### src/verilog/tims_pkg.sv
// Constants and types shared by both ends of the interrupt signalling link
`default_nettype none
package tims_pkg;
  // Wired interrupt line positions
  localparam int NUM_IRQ = 11;
  localparam int IRQ_SECURE_EVTQ = 0;
  localparam int IRQ_NONSECURE_EVTQ = 1;
  localparam int IRQ_SECURE_SYNC_DONE = 2;
  localparam int IRQ_NONSECURE_SYNC_DONE = 3;
  localparam int IRQ_SECURE_GLOBAL = 4;
  localparam int IRQ_NONSECURE_GLOBAL = 5;
  localparam int IRQ_RAS_FAULT = 6;
  localparam int IRQ_RAS_RECOVERY = 7;
  localparam int IRQ_RAS_CRITICAL = 8;
  localparam int IRQ_PERF_MONITOR = 9;
  localparam int IRQ_PAGE_REQUEST_QUEUE = 10;
  // Lines 0 to NUM_MSI_SRC-1 may also travel as messages
  localparam int NUM_MSI_SRC = 6;
  localparam int NUM_WIRED_ONLY = NUM_IRQ - NUM_MSI_SRC;

  // Message word layout
  localparam int MSI_DATA_W = 64;
  localparam int MSI_SRC_LSB = 0;
  localparam int MSI_SRC_W = 8;
  localparam int MSI_SEQ_LSB = 8;
  localparam int MSI_SEQ_W = 8;
  localparam int MSI_TARGET_LSB = 32;
  localparam int MSI_TARGET_W = 32;

  // Buffering and flow control
  localparam int FIFO_DEPTH = 16;
  localparam int OUTST_W = 4;
  localparam logic [OUTST_W-1:0] OUTST_MAX = 4'hF;

  // Reset values
  localparam logic [NUM_IRQ-1:0] RST_IRQ = 11'h000;
  localparam logic [NUM_MSI_SRC-1:0] RST_MSI_PEND = 6'h00;
  localparam logic [MSI_SEQ_W-1:0] RST_SEQ = 8'h00;
  localparam logic [OUTST_W-1:0] RST_OUTST = 4'h0;

  typedef logic [MSI_DATA_W-1:0] tims_word_t;
  typedef logic [NUM_IRQ-1:0] tims_irq_t;
endpackage : tims_pkg
`default_nettype wire

### src/verilog/tims_link_if.sv
// Wired interrupt lines and message link between the unit and the controller
`timescale 1ns/1ps
`default_nettype none
interface tims_link_if;
  tims_pkg::tims_irq_t wired_irq;
  logic msi_tvalid;
  logic msi_tready;
  tims_pkg::tims_word_t msi_tdata;
  logic msi_twakeup;
  logic rsp_tvalid;
  logic rsp_tready;
  logic rsp_twakeup;

  modport unit (
    output wired_irq,
    output msi_tvalid,
    input msi_tready,
    output msi_tdata,
    output msi_twakeup,
    input rsp_tvalid,
    output rsp_tready,
    input rsp_twakeup
  );

  modport ctrl (
    input wired_irq,
    input msi_tvalid,
    output msi_tready,
    input msi_tdata,
    input msi_twakeup,
    output rsp_tvalid,
    input rsp_tready,
    output rsp_twakeup
  );
endinterface : tims_link_if
`default_nettype wire

### src/verilog/tims_unit_end.sv
// Translation control unit end: wired edge interrupts and message delivery
//
// Function
// - Wired outputs signal each interrupt as rising edge
// - Controller registers every low-to-high wired transition
// - Capable interrupts go as messages, wires, or both
// - Message-capturing system may leave those wires open
// - Event queue interrupts per domain, pending or overflow
// - Sync completion interrupt per security domain
// - Separate global error interrupts per domain
// - Three reliability outputs: fault, recovery, critical
// - Performance monitor interrupt is never sent as message
// - Page request queue interrupt output provided
// - Messages are 64-bit words on valid/ready stream
// - Each side drives its own wakeup signal
// - Controller reports acceptance; unit takes each response
`timescale 1ns/1ps
`default_nettype none

module tims_fifo #(
  parameter int WIDTH = tims_pkg::MSI_DATA_W,
  parameter int DEPTH = tims_pkg::FIFO_DEPTH
) (
  input wire logic clk,
  input wire logic reset_n,
  input wire logic in_valid,
  output logic in_ready,
  input wire logic [WIDTH-1:0] in_data,
  output logic out_valid,
  input wire logic out_ready,
  output logic [WIDTH-1:0] out_data
);
  localparam int PTR_W = $clog2(DEPTH);
  localparam int CNT_W = $clog2(DEPTH + 1);

  logic [WIDTH-1:0] mem [DEPTH];
  logic [PTR_W-1:0] wr_ptr;
  logic [PTR_W-1:0] rd_ptr;
  logic [CNT_W-1:0] count;
  logic push;
  logic pop;

  assign in_ready = (count != CNT_W'(DEPTH));
  assign out_valid = (count != '0);
  assign push = in_valid & in_ready;
  assign pop = out_valid & out_ready;
  // Head entry only changes on a pop, so a waiting word stays put
  assign out_data = mem[rd_ptr];

  always_ff @(posedge clk) begin
    if (push) begin
      mem[wr_ptr] <= in_data;
    end
  end

  always_ff @(posedge clk or negedge reset_n) begin
    if (!reset_n) begin
      wr_ptr <= '0;
      rd_ptr <= '0;
    end else begin
      if (push) begin
        wr_ptr <= (wr_ptr == PTR_W'(DEPTH - 1)) ? '0 : wr_ptr + 1'b1;
      end
      if (pop) begin
        rd_ptr <= (rd_ptr == PTR_W'(DEPTH - 1)) ? '0 : rd_ptr + 1'b1;
      end
    end
  end

  always_ff @(posedge clk or negedge reset_n) begin
    if (!reset_n) begin
      count <= '0;
    end else if (push && !pop) begin
      count <= count + 1'b1;
    end else if (pop && !push) begin
      count <= count - 1'b1;
    end
  end
endmodule : tims_fifo

module tims_unit_end (
  input wire logic CORE_CLK,
  input wire logic RESET_N,
  tims_link_if.unit LINK,
  input wire logic [tims_pkg::NUM_IRQ-1:0] COND_IN,
  input wire logic [tims_pkg::NUM_MSI_SRC-1:0] WIRED_ENABLE,
  input wire logic [tims_pkg::NUM_MSI_SRC-1:0] MSI_ENABLE,
  input wire logic [tims_pkg::MSI_TARGET_W-1:0] MSI_TARGET,
  output logic MSI_ACCEPTED,
  output logic [tims_pkg::OUTST_W-1:0] MSI_OUTSTANDING,
  output logic MSI_FIFO_FULL
);
  localparam int N = tims_pkg::NUM_IRQ;
  localparam int M = tims_pkg::NUM_MSI_SRC;

  logic [N-1:0] cond_q;
  logic [N-1:0] cond_rise;
  logic [N-1:0] wire_en;
  logic [N-1:0] wired_irq;
  logic [M-1:0] msi_pend;
  logic [M-1:0] grant;
  logic [tims_pkg::MSI_SRC_W-1:0] grant_src;
  logic [tims_pkg::MSI_SEQ_W-1:0] seq;
  tims_pkg::tims_word_t push_word;
  logic fifo_in_ready;
  logic fifo_out_valid;
  logic fifo_out_ready;
  tims_pkg::tims_word_t fifo_out_data;
  logic [tims_pkg::OUTST_W-1:0] outst;
  logic room;
  logic sent;
  logic rsp_taken;
  logic rsp_ready;

  // Condition inputs are levels from the queue logic on this clock
  always_ff @(posedge CORE_CLK or negedge RESET_N) begin
    if (!RESET_N) begin
      cond_q <= tims_pkg::RST_IRQ;
    end else begin
      cond_q <= COND_IN;
    end
  end

  // Wired-only lines: reliability, performance monitor, page request
  // Reliability lines always wired
  assign wire_en = {{tims_pkg::NUM_WIRED_ONLY{1'b1}}, WIRED_ENABLE};

  genvar gi;
  generate
    for (gi = 0; gi < N; gi++) begin : g_line
      // Each new condition is an event
      assign cond_rise[gi] = COND_IN[gi] & ~cond_q[gi];
      always_ff @(posedge CORE_CLK or negedge RESET_N) begin
        if (!RESET_N) begin
          wired_irq[gi] <= 1'b0;
        end else begin
          wired_irq[gi] <= cond_rise[gi] & wire_en[gi];
        end
      end
    end
  endgenerate

  // Sync, global, reliability and page lines share the path
  assign LINK.wired_irq = wired_irq;

  generate
    for (gi = 0; gi < M; gi++) begin : g_msi
      always_ff @(posedge CORE_CLK or negedge RESET_N) begin
        if (!RESET_N) begin
          msi_pend[gi] <= 1'b0;
        end else begin
          msi_pend[gi] <= (cond_rise[gi] & MSI_ENABLE[gi]) | (msi_pend[gi] & ~grant[gi]);
        end
      end
    end
  endgenerate

  always_comb begin
    grant = '0;
    grant_src = '0;
    for (int i = M - 1; i >= 0; i--) begin
      if (msi_pend[i] && fifo_in_ready) begin
        grant = '0;
        grant[i] = 1'b1;
        grant_src = tims_pkg::MSI_SRC_W'(i);
      end
    end
  end

  always_comb begin
    push_word = '0;
    push_word[tims_pkg::MSI_SRC_LSB +: tims_pkg::MSI_SRC_W] = grant_src;
    push_word[tims_pkg::MSI_SEQ_LSB +: tims_pkg::MSI_SEQ_W] = seq;
    push_word[tims_pkg::MSI_TARGET_LSB +: tims_pkg::MSI_TARGET_W] = MSI_TARGET;
  end

  always_ff @(posedge CORE_CLK or negedge RESET_N) begin
    if (!RESET_N) begin
      seq <= tims_pkg::RST_SEQ;
    end else if (|grant) begin
      seq <= seq + 1'b1;
    end
  end

  tims_fifo #(
    .WIDTH(tims_pkg::MSI_DATA_W),
    .DEPTH(tims_pkg::FIFO_DEPTH)
  ) u_fifo (
    .clk(CORE_CLK),
    .reset_n(RESET_N),
    .in_valid(|grant),
    .in_ready(fifo_in_ready),
    .in_data(push_word),
    .out_valid(fifo_out_valid),
    .out_ready(fifo_out_ready),
    .out_data(fifo_out_data)
  );

  // Cap on unanswered messages; room only shrinks on a handshake
  assign room = (outst != tims_pkg::OUTST_MAX);
  assign LINK.msi_tvalid = fifo_out_valid & room;
  assign LINK.msi_tdata = fifo_out_data;
  assign sent = LINK.msi_tvalid & LINK.msi_tready;
  assign fifo_out_ready = LINK.msi_tready & room;

  // Response taken on valid and ready
  assign rsp_taken = LINK.rsp_tvalid & rsp_ready;
  assign LINK.rsp_tready = rsp_ready;

  always_ff @(posedge CORE_CLK or negedge RESET_N) begin
    if (!RESET_N) begin
      rsp_ready <= 1'b0;
    end else begin
      rsp_ready <= 1'b1;
    end
  end

  always_ff @(posedge CORE_CLK or negedge RESET_N) begin
    if (!RESET_N) begin
      outst <= tims_pkg::RST_OUTST;
    end else if (sent && !rsp_taken) begin
      outst <= outst + 1'b1;
    end else if (rsp_taken && !sent && outst != '0) begin
      outst <= outst - 1'b1;
    end
  end

  always_ff @(posedge CORE_CLK or negedge RESET_N) begin
    if (!RESET_N) begin
      MSI_ACCEPTED <= 1'b0;
    end else begin
      MSI_ACCEPTED <= rsp_taken;
    end
  end

  // Outbound wakeup while any message is in flight
  assign LINK.msi_twakeup = (|msi_pend) | fifo_out_valid | (outst != '0);
  assign MSI_OUTSTANDING = outst;
  assign MSI_FIFO_FULL = ~fifo_in_ready;
endmodule : tims_unit_end
`default_nettype wire

### src/flat_wrapper.sv
// flat-port wrapper written by rule: the top's interface ports become plain ports
module tims_unit_end_flat 
  (CORE_CLK, RESET_N, COND_IN, WIRED_ENABLE, MSI_ENABLE, MSI_TARGET, MSI_ACCEPTED, MSI_OUTSTANDING, MSI_FIFO_FULL, LINK_wired_irq, LINK_msi_tvalid, LINK_msi_tready, LINK_msi_tdata, LINK_msi_twakeup, LINK_rsp_tvalid, LINK_rsp_tready, LINK_rsp_twakeup);
  tims_link_if LINK_i ();
  input wire logic CORE_CLK;
  input wire logic RESET_N;
  input wire logic [tims_pkg::NUM_IRQ-1:0] COND_IN;
  input wire logic [tims_pkg::NUM_MSI_SRC-1:0] WIRED_ENABLE;
  input wire logic [tims_pkg::NUM_MSI_SRC-1:0] MSI_ENABLE;
  input wire logic [tims_pkg::MSI_TARGET_W-1:0] MSI_TARGET;
  output logic MSI_ACCEPTED;
  output logic [tims_pkg::OUTST_W-1:0] MSI_OUTSTANDING;
  output logic MSI_FIFO_FULL;
  output wire logic [$bits(LINK_i.wired_irq)-1:0] LINK_wired_irq;
  output wire logic [$bits(LINK_i.msi_tvalid)-1:0] LINK_msi_tvalid;
  input wire logic [$bits(LINK_i.msi_tready)-1:0] LINK_msi_tready;
  output wire logic [$bits(LINK_i.msi_tdata)-1:0] LINK_msi_tdata;
  output wire logic [$bits(LINK_i.msi_twakeup)-1:0] LINK_msi_twakeup;
  input wire logic [$bits(LINK_i.rsp_tvalid)-1:0] LINK_rsp_tvalid;
  output wire logic [$bits(LINK_i.rsp_tready)-1:0] LINK_rsp_tready;
  input wire logic [$bits(LINK_i.rsp_twakeup)-1:0] LINK_rsp_twakeup;
  assign LINK_wired_irq = LINK_i.wired_irq;
  assign LINK_msi_tvalid = LINK_i.msi_tvalid;
  assign LINK_i.msi_tready = LINK_msi_tready;
  assign LINK_msi_tdata = LINK_i.msi_tdata;
  assign LINK_msi_twakeup = LINK_i.msi_twakeup;
  assign LINK_i.rsp_tvalid = LINK_rsp_tvalid;
  assign LINK_rsp_tready = LINK_i.rsp_tready;
  assign LINK_i.rsp_twakeup = LINK_rsp_twakeup;
  tims_unit_end u_core (.CORE_CLK(CORE_CLK), .RESET_N(RESET_N), .LINK(LINK_i), .COND_IN(COND_IN), .WIRED_ENABLE(WIRED_ENABLE), .MSI_ENABLE(MSI_ENABLE), .MSI_TARGET(MSI_TARGET), .MSI_ACCEPTED(MSI_ACCEPTED), .MSI_OUTSTANDING(MSI_OUTSTANDING), .MSI_FIFO_FULL(MSI_FIFO_FULL));
endmodule
### config.mk
export PLATFORM = sky130hd
export DESIGN_NAME = tims_unit_end_flat
export DESIGN_NICKNAME = d
export VERILOG_FILES = /design/src/verilog/tims_pkg.sv /design/src/verilog/tims_link_if.sv /design/src/verilog/tims_unit_end.sv /design/src/flat_wrapper.sv
export SDC_FILE = /design/constraint.sdc
export NUM_CORES = 1
export LEC_CHECK = 0
export ABC_AREA = 1
export BUFFER_PORTS_ARGS = -buffer_cell sky130_fd_sc_hd__buf_2
export CAP_MARGIN = 20
export CORE_ASPECT_RATIO = 1.5
export CORE_UTILIZATION = 32
export DETAILED_ROUTE_END_ITERATION = 16
export GPL_ROUTABILITY_DRIVEN = 0
export HOLD_SLACK_MARGIN = 0.08
export PLACE_DENSITY = 0.45
export SETUP_SLACK_MARGIN = 0.2
export SYNTH_ARGS = -nofsm -noshare
export SYNTH_HDL_FRONTEND = slang
export SYNTH_SLANG_ARGS = --single-unit
### constraint.sdc
create_clock -name CORE_CLK -period 6.3 [get_ports CORE_CLK]
set_input_delay 1.26 -clock CORE_CLK [delete_from_list [all_inputs] [get_ports CORE_CLK]]
set_output_delay 1.26 -clock CORE_CLK [all_outputs]
set_load 0.005 [all_outputs]
* Word-level counts from Yosys, hierarchy flattened
Memories as Yosys holds them, arrays and structs flattened. Index checks and enable logic that the tools add are counted.
Storage, ports and cells: register bits after elaboration 55, latch bits 0, memory bits (writable) 768, ROM bits 0, input port bits 60, logic and storage cells 139, memories kept 1
Memories:
- u_core.u_fifo.mem | words 16, bits a word 48, rd ports 1, clocked after memory_dff 0, write ports 1, RTL line tims_unit_end.sv:36 | logic [WIDTH-1:0] mem [DEPTH];
Operators by class: $add $sub $neg 7, $mul 0, divide/modulo/power cells 0, $lt $le $gt $ge 0, equality and inequality tests 4, shifts and indexed selects 0, muxes and demuxes 20, bitwise gates (word level) 61, reduce and logical (&&, ||, !) cells 21
Operator list (count):
- two-way mux 8 bit | 5
- two-way mux 6 bit | 6
- AND 1 bit | 35
- inverter 1 bit | 18
- two-way mux 4 bit | 4
- adder 4 x 1 -> 4 bit (second input constant) | 3
- OR reduction 6 bit | 2
- logical AND 1 bit | 11
- two-way mux 5 bit | 2
- adder 8 x 1 -> 8 bit (second input constant) | 1
- == test 4 bit (second input constant) | 2
- bitwise OR 1 bit | 8
- adder 5 x 1 -> 5 bit (second input constant) | 1
- inequality test 5 bit (second input constant) | 1
- nonzero test 5 bit | 1
- subtractor 5 x 1 -> 5 bit (second input constant) | 1
- zero test 1 bit | 4
- inequality test 4 bit (second input constant) | 1
- nonzero test 2 bit | 2
- nonzero test 4 bit | 1
- subtractor 4 x 1 -> 4 bit (second input constant) | 1
- two-way mux 3 bit | 1
- two-way mux 1 bit | 2

* Logic depth before layout (Yosys ltp)
Gate-level depths: netlist of run 1.
depth after elaboration 14, depth in mapped cells 16, depth with buffers taken out 15

* By module
From an unflattened synthesis of run 1, not the netlist that was laid out.
Unflattened totals: cell total of the unflattened synthesis 4679, area, all modules 47005.1 µm²
By module, submodules not included:
- tims_fifo | times used 1, cells an instance 4494, area an instance 45215.9 µm², sequential area each 31074.8 µm²
- tims_unit_end | times used 1, cells an instance 185, area an instance 1789.2 µm², sequential area each 1051.0 µm²

* Worst setup path before layout of run 1
Ideal clock, no wire load.
kind register to register, start point register u_core.u_fifo.count[0], end point memory u_core.u_fifo.mem[8][0] in the netlist's numbering (enable), library setup time 0.497 ns, data arrival time 3.886 ns, setup slack 1.917 ns, cell stages (with the launch flop) 6, path buffers 1, clock period less this slack 4.383 ns, path through dfrtp_1 > nor2_1 > nand3_1 > nand2_2 > buf_2 > nor3_1
Between the ends: word-level cells in the longest chain between the ends 12, elaborated cells on any way between the ends 17
RTL lines:
- from (decl) | RTL line tims_unit_end.sv:39 | logic [CNT_W-1:0] count;
- from (signal assigned) | RTL line tims_unit_end.sv:74 | count <= count + 1'b1;
- from (signal assigned) | RTL line tims_unit_end.sv:76 | count <= count - 1'b1;
- inequality test 5 bit (*) | RTL line tims_unit_end.sv:43 | assign in_ready = (count != CNT_W'(DEPTH));
- logical AND 1 bit | RTL line tims_unit_end.sv:162 | if (msi_pend[i] && fifo_in_ready) begin
- two-way mux 6 bit (6 in a row) | RTL line tims_unit_end.sv:162
- OR reduction 6 bit | RTL line tims_unit_end.sv:191 | .in_valid(|grant),
- AND 1 bit (*) | RTL line tims_unit_end.sv:45 | assign push = in_valid & in_ready;
- two-way mux 1 bit (*) | RTL line tims_unit_end.sv:51 | if (push) begin
- two-way mux 1 bit (implied by the code) (*) | RTL line tims_unit_end.sv:52 | mem[wr_ptr] <= in_data;
- to (decl) | RTL line tims_unit_end.sv:36
Every way passes the cells marked *; elsewhere a longest branch is shown, timed or not.

* Final worst setup path of run 1
start point register u_core.u_fifo.rd_ptr[0], end point output port LINK_msi_tdata[37]
Between the ends: word-level cells in the longest chain between the ends 1
RTL lines:
- from (decl) | RTL line tims_unit_end.sv:38 | logic [PTR_W-1:0] rd_ptr;
- from (signal assigned) | RTL line tims_unit_end.sv:65 | rd_ptr <= (rd_ptr == PTR_W'(DEPTH - 1)) ? '0 : rd_ptr + 1'b1;
- memory (16 x 48 bit)
- to (decl) | RTL line flat_wrapper.sv:17 | output wire logic [$bits(LINK_i.msi_tdata)-1:0] LINK_msi_tdata;
No other way between the ends.

==> results of run 1 <==
-- routing by layer --
metal	track usage, %	part of all wire, %
met4	5.278	2.2
met5	0	0
met3	2.832	4.5
met1	21.46	43
met2	30.73	51
-- cell families (layout without fill, tap and decap cells) --
group                    after synthesis  in the layout  synth area share [%]
AO/OA/AOI/OAI                        433            433                 8.033
XOR/XNOR                              13             13                0.3833
adder cells (fa/ha/maj)               14             14                0.6403
buffers and inverters                199            350                 3.362
flip-flops                           743            743                 74.19
other                                  2             24               0.02528
AND/OR/NAND/NOR                     1008           1008                 13.37
-- layout by cell type (no fill, tap or decap), types with 3 or more instances in the layout --
cell type	netlist	layout
nor3_2	0	8
buf_4	44	39
a21oi_1	163	163
buf_2	57	121
o211ai_1	86	86
nor3b_1	3	3
nand4_1	3	3
ha_1	12	12
nand3_1	111	111
buf_12	0	4
clkinv_2	0	7
edfxtp_1	688	688
bufinv_16	0	4
clkinv_1	2	21
o21ai_0	156	156
xnor2_1	3	3
o21ai_1	27	27
clkbuf_1	43	12
xor2_1	10	10
nor2_4	0	9
clkbuf_16	0	78
inv_1	40	40
nor2_1	308	300
inv_6	0	5
conb_1	2	22
clkinvlp_4	0	7
nand2_1	568	568
dfrtp_1	55	52
-- sequential cells by signal (all words and copies together), names as in the netlist, 4 cells and up --
register	count
u_core.MSI_OUTSTANDING	4
u_core.msi_pend	6
u_core.u_fifo.count	5
u_core.u_fifo.rd_ptr	4
u_core.u_fifo.wr_ptr	4
u_core.u_fifo.mem	688
u_core.seq	8
u_core.cond_q	11
u_core.LINK.wired_irq	11
-- worst max-delay path, stage by stage (launching register included) --
cell     delay [ps]
dfrtp_4         750
inv_8           810
buf_4           540
nand2_1         100
nand3_1         100
nand2_1          50
a21oi_1         160
nand2_1          70
nand2_1         130
buf_2           140
-- worst max-delay path by stage --
stage                             from                       to  slack, ps  cells after the start
2_1_floorplan   u_core.u_fifo.count[0]  u_core.u_fifo.mem[8][0]       1920                      5
3_3_place_gp   u_core.u_fifo.rd_ptr[0]       LINK_msi_tdata[36]       2060                      9
3_5_place_dp   u_core.u_fifo.rd_ptr[0]       LINK_msi_tdata[37]       2040                      9
4_1_cts        u_core.u_fifo.rd_ptr[0]       LINK_msi_tdata[37]       1320                      9
5_1_grt        u_core.u_fifo.rd_ptr[0]       LINK_msi_tdata[36]       1090                      9
6_report       u_core.u_fifo.rd_ptr[0]       LINK_msi_tdata[37]       1420                      9
-- per-stage QoR --
step	power, uW	std cells	worst slack [ps]
after CTS	16780	3755	1317
after global placement	12200	3613	2063
after global routing	17560	3757	1089
after detailed placement	12350	3616	2037
final	16500	3758	1417
after floorplan	10110	2432	1917
-- synthesized netlist by cell type, types with 2 or more instances --
cell type,instances
buf_1,7
nor3_1,9
inv_1,40
buf_2,57
xor2_1,10
o211ai_1,86
nor3b_1,3
nand3_1,111
fa_1,2
nand4_1,3
edfxtp_1,688
inv_2,4
dfrtp_1,55
buf_4,44
nand3b_1,2
ha_1,12
o21ai_0,156
conb_1,2
a21oi_1,163
nor2_1,308
clkinv_1,2
xnor2_1,3
buf_6,2
clkbuf_1,43
nand2_1,568
nand2_2,3
o21ai_1,27
-- power groups by stage --
stage               logic (uW)  clock network (uW)  registers [uW]
global route              6080                4700            6780
CTS                       5540                4530            6710
floorplan                 3460                   0            6660
detailed placement        5530                   0            6810
global placement          5410                   0            6780
finish                    5390                4400            6710
-- area by class of cell --
cell class / instances / share of cell area [%]
clock buffer: 93 / 5.968
multi-input combinational: 1490 / 20.19
antenna: 2 / 0.01474
clock inverter: 46 / 1.098
timing repair buffer: 165 / 2.916
sequential: 743 / 64.95
inverter: 46 / 0.5455
tap: 1173 / 4.324
==> results.md, run 1 <==
- Fmax: 204.8 MHz
- Clk network pwr share: between 20% and 30%
- CTS sink count: around 740
- Core area: roughly 0.092 sq mm
- Nets: 2595
- H-tree Lvls: 3
- Total gr overflow: 0
- Slew Viols, Final: 0
- Post-synthesis sequential area ratio: between 70% and 80%
- Mapped Cells: 2412
- Post-cts resize count: 0
- Worst-margin pin slew: 1109 ps
- RSZ-0062 raised after global routing: false
- Hold depth: 1
- LEAKAGE: 0.01205 uW
- CP required: slightly above 5000 ps
- Die Area: approximately 0.094 sq mm
- Initial antenna violation count: 4
- Ys flop type: edfxtp_1
- Clk_lat worst skew: 660 ps
- Hold WC Path Type: register to register
- CTS clk-pin slew, worst paths: around 60 ps
- Total track usage: between 10% and 20%
- Vias in the first global route: ~19000
- Die Y-Extent: approximately 380 um
- Final hold slack: around 400 ps
- DIE WIDTH: between 200 and 300 um
- Multi-input combinational cell area: 0.006853 sq mm
- Worst r2r path cells: 7
- Number of max-cap violations: 0
- # IOs: approximately 140
- YS warnings: 0
- CP max FO: about 170
- Syn Std Cell Area: between 0.02 and 0.03 sq mm
- Total CTS buffers: 75
- Hold wc startpoint: u_core.cond_q[7]
- Vias: 18589
- # rows: about 140
- R2R Path Start: u_core.u_fifo.count[1]
- I/O Buffers: 121
- Hold Vio Cnt, Final: 0
- Average size of a mapped cell: about 12 sq um
- Number of setup buffers added after CTS: 0
- Antenna viol nets, final: 0
- Worst Skew: ~22 ps
- Clock buffer depth: 3
- Clock Tree Root: clkbuf_16
- Final Instance Area: 0.03394 sq mm
- Post-synth top area share: between 60% and 70%
- Share of post-route cells with drive strength above 1: approximately 12%
- Setup crit start kind: register
- Final period utilization: 77.51%
- Int Pwr: just over 10000 uW
- Area of placed instances: around 0.032 sq mm
- Area Overhead vs Synth: 14.28%
- Number of remaining DRC errors: 0
- Critical R2R Capture: u_core.u_fifo.mem[10][38]
- 1st-pass router iterations: 5
- Final wirelength: between 80 and 90 mm
- Core Util, Final: between 30 and 40%
- Setup TNS Final: 0 ps
- Routed length per instance: 21.48 um
- Max IR drop VDD: roughly 370 uV
- Slew margin rel.: roughly a quarter
- Net Sw Power: around 6200 uW
- Flops & latches, synth: ~740
- Comb pwr share: roughly a third
- Sequential power share: 40.7%
- DR iter-0 viols: 1407
- Hold buffers post-CTS: 0
- Filler cells: 8722
- Largest area contributor in the netlist: edfxtp_1
- Register area: ~0.022 sq mm
- Ys async rst share: 7.402%
- TritonCTS clock tree: done
- Final setup viols: 0
- Setup slack, reg-to-reg: 2520 ps
- Sw Ratio: 37.61%
- Worst Hold End: u_core.LINK.wired_irq[7]
- Synth area leaders: edfxtp_1 (70%), nand2_1 (7.2%), dfrtp_1 (4.6%)
- Initial core utilization: between 30% and 40%
- CP Class: register to output pin
- WP data arrival: 3620 ps
- Detailed-route vias per instance: roughly 5
- Global-route wire length before repair: around 120 mm
- Pin count of the biggest net entering global routing: ~170
- Number of synthesized flops with an enable pin: 688
- CP Capture Type: output pin
- Pwr Density: approximately 490 mW/mm^2
- Status: finished clean
- Minimum clock period: a little under 5000 ps
- Post-DP HPWL: approximately 40 mm
- Post-synth cell types: 29
Note: power is estimated with default switching activity, not from simulation.
==> inputs of run 2 (changes only) <==
Clock period 6.3 ns to 4.6 ns, I/O delays scaled along.
==> run 2 against run 1 <==
Compared with the run above:
- clock skew fell by 6.0 ps
- die area did not move
- cell count rose by 0.11%
- first-iteration DRC count fell by 6.0%
- sequential power rose by 35%
- hold slack got worse by 27 ps
- critical path depth did not move
- global-route usage barely moved
- total power rose by 38%
- register-to-register slack got worse by 1200 ps
- utilization rose by 0.17 points
- clock power rose by 38%
==> results.md, run 2 (synthesized netlist as in run 1, its figures left out) <==
- Status: finished clean
- Detailed-route vias per instance: 4.898
- Setup TNS Final: 0 ps
- Number of setup buffers added after CTS: 0
- Slowest cell on crit path: clkinv_1
- Dpl cells: about 3600
- Hold buffers post-CTS: 0
- 1st-pass router iterations: 5
- H-tree Lvls: 3
- Slew Viols, Final: 0
- Number of remaining DRC errors: 0
- Hold Vio Cnt, Final: 0
- Max reg flops: 688
- Total CTS buffers: 74
- # rows: roughly 140
- TritonCTS clock tree: done
- RSZ-0062 raised after global routing: false
- Clk_lat worst skew: between 600 and 700 ps
- Hold WC Path Type: input pin to asynchronous set/reset pin
- Core Util, Final: about 37%
- Register area: approximately 0.022 sq mm
- Worst Setup SP: u_core.u_fifo.rd_ptr[1]
- Clock Tree Root: clkbuf_16
- WP data arrival: between 3000 and 4000 ps
- Vias: 18428
- Largest Register: u_core.u_fifo.mem
- Worst-margin pin slew: 1031 ps
- CTS sink count: between 700 and 800
- Routed length per instance: approximately 21 um
- DR iter-0 viols: ~1300
- Largest regs: u_core.u_fifo.mem x688, u_core.LINK.wired_irq x11, u_core.cond_q x11
- Area of placed instances: ~0.032 sq mm
- Setup slack, reg-to-reg: between 1000 and 1500 ps
- Vias in the first global route: between 15000 and 20000
- Initial core utilization: between 30 and 40%
- Max IR drop VDD: 506.4 uV
- CP Class: register to output pin
- LEAKAGE: between 0.01 and 0.015 uW
- Worst Skew: approximately 16 ps
- Total gr overflow: 0
- Pwr Total: about 23000 uW
- Global-route wire length before repair: 120.4 mm
- Final setup viols: 0
- Clock buffer depth: 3
- Antenna viol nets, final: 0
- Final period utilization: about 89%
- Critical R2R Capture: u_core.u_fifo.mem[3][20]
- Post-DP HPWL: around 39 mm
- Final wirelength: about 80 mm
- Nets: approximately 2600
- Worst r2r path cells: 7
- CP peak stage delay: ~690 ps
- Filler cells: about 8700
- Pwr Density: between 600 and 700 mW/mm^2
- Slew margin rel.: a little under a third
- Most frequent cells in the layout: edfxtp_1 (688), nand2_1 (568), nor2_1 (300)
- I/O Buffers: roughly 120
- Minimum clock period: slightly above 4000 ps
- Number of max-cap violations: 0
- Fmax: 244.8 MHz
- Non-Filler Instances: around 3800
- CP Capture Type: output pin
- CTS clk-pin slew, worst paths: around 60 ps
- Die Y-Extent: 375.1 um
- CP max FO: 15
- Initial antenna violation count: 3
- DIE WIDTH: roughly 250 um
- Total track usage: between 10% and 20%
- Post-cts resize count: 0
- R2R Path Start: u_core.u_fifo.count[1]
- Pin count of the biggest net entering global routing: between 100 and 150
- Most common cell on crit path: nand2_1
- Share of post-route cells with drive strength above 1: a little under an eighth
- Crit path cell chain: nand2_4 -> clkinv_1 -> buf_4 -> nand3_1 -> nand2_1 -> nor2_1 -> nand2_1 -> nand2_1 -> buf_2
- Final Instance Area: roughly 0.034 sq mm
- Die Area: roughly 0.094 sq mm
- # IOs: 144
- CP required: 3680 ps
- Area Overhead vs Synth: 14.82%
- Multi-input combinational cell area: ~0.007 sq mm
- Crit path to: LINK_msi_tdata[13]
- Core area: between 0.09 and 0.1 sq mm
- Setup crit start kind: register
- Commonest non-fill, non-tap cell in the layout: edfxtp_1
==> run 2: cell types whose count changed in the layout (fill, tap and decap cells not counted), moves of 3 or more <==
cell / delta
clkinvlp_4: -5
buf_12: +8
inv_6: -4
clkbuf_1: +9
clkinv_1: -6
clkinv_2: +5
bufinv_16: +3
==> run 2: power by group <==
part / total (uW) / switching, uW / internal (uW)
Clock: 6080 / 2550 / 3530
Sequential: 9080 / 446 / 8640
Combinational: 7550 / 5380 / 2170
==> run 2: worst min-delay path by stage <==
| stage | start | end | slack (ps) | cells past startpoint |
|---|---|---|---|---|
| 3_5_place_dp | u_core.cond_q[9] | u_core.LINK.wired_irq[9] | 380 | 1 |
| 3_3_place_gp | u_core.cond_q[6] | u_core.LINK.wired_irq[6] | 390 | 1 |
| 6_report | RESET_N | u_core.LINK.wired_irq[6] | 360 | 1 |
| 4_1_cts | COND_IN[6] | u_core.cond_q[6] | 340 | 1 |
| 5_1_grt | COND_IN[7] | u_core.cond_q[7] | 370 | 1 |
| 2_1_floorplan | u_core.cond_q[10] | u_core.LINK.wired_irq[10] | 380 | 1 |
==> run 2: metal layers <==
metal / global-route usage [%] / vias to the layer above / routed length (um)
met5: 0 / - / 0
met4: 5.637 / 0 / 1980
met3: 2.742 / 106 / 3579
met2: 30.81 / 430 / 41000
met1: 21.28 / 9191 / 33930
li1: - / 8701 / -
==> run 2: final cells by class <==
cell class,count,area share (%)
multi-input combinational,1490,20.09
inverter,46,0.5393
antenna,1,0.007338
sequential,743,64.64
clock inverter,36,1.027
timing repair buffer,173,3.361
clock buffer,100,6.028
tap,1173,4.303
==> run 2: worst max-delay path, delay by kind of cell (launching register included) <==
family                 cells  cell delay (ps)
buffers and inverters      3             1300
and+or+nand+nor            6              610
DFF                        1              600
==> run 2: per-stage QoR <==
stage	worst slack, ps	hold WS (ps)
after floorplan	217.1	376.3
after global placement	1126	385.5
after detailed placement	1137	384.5
after CTS	428.5	339.4
after global routing	397.4	367.0
final	515.8	363.3
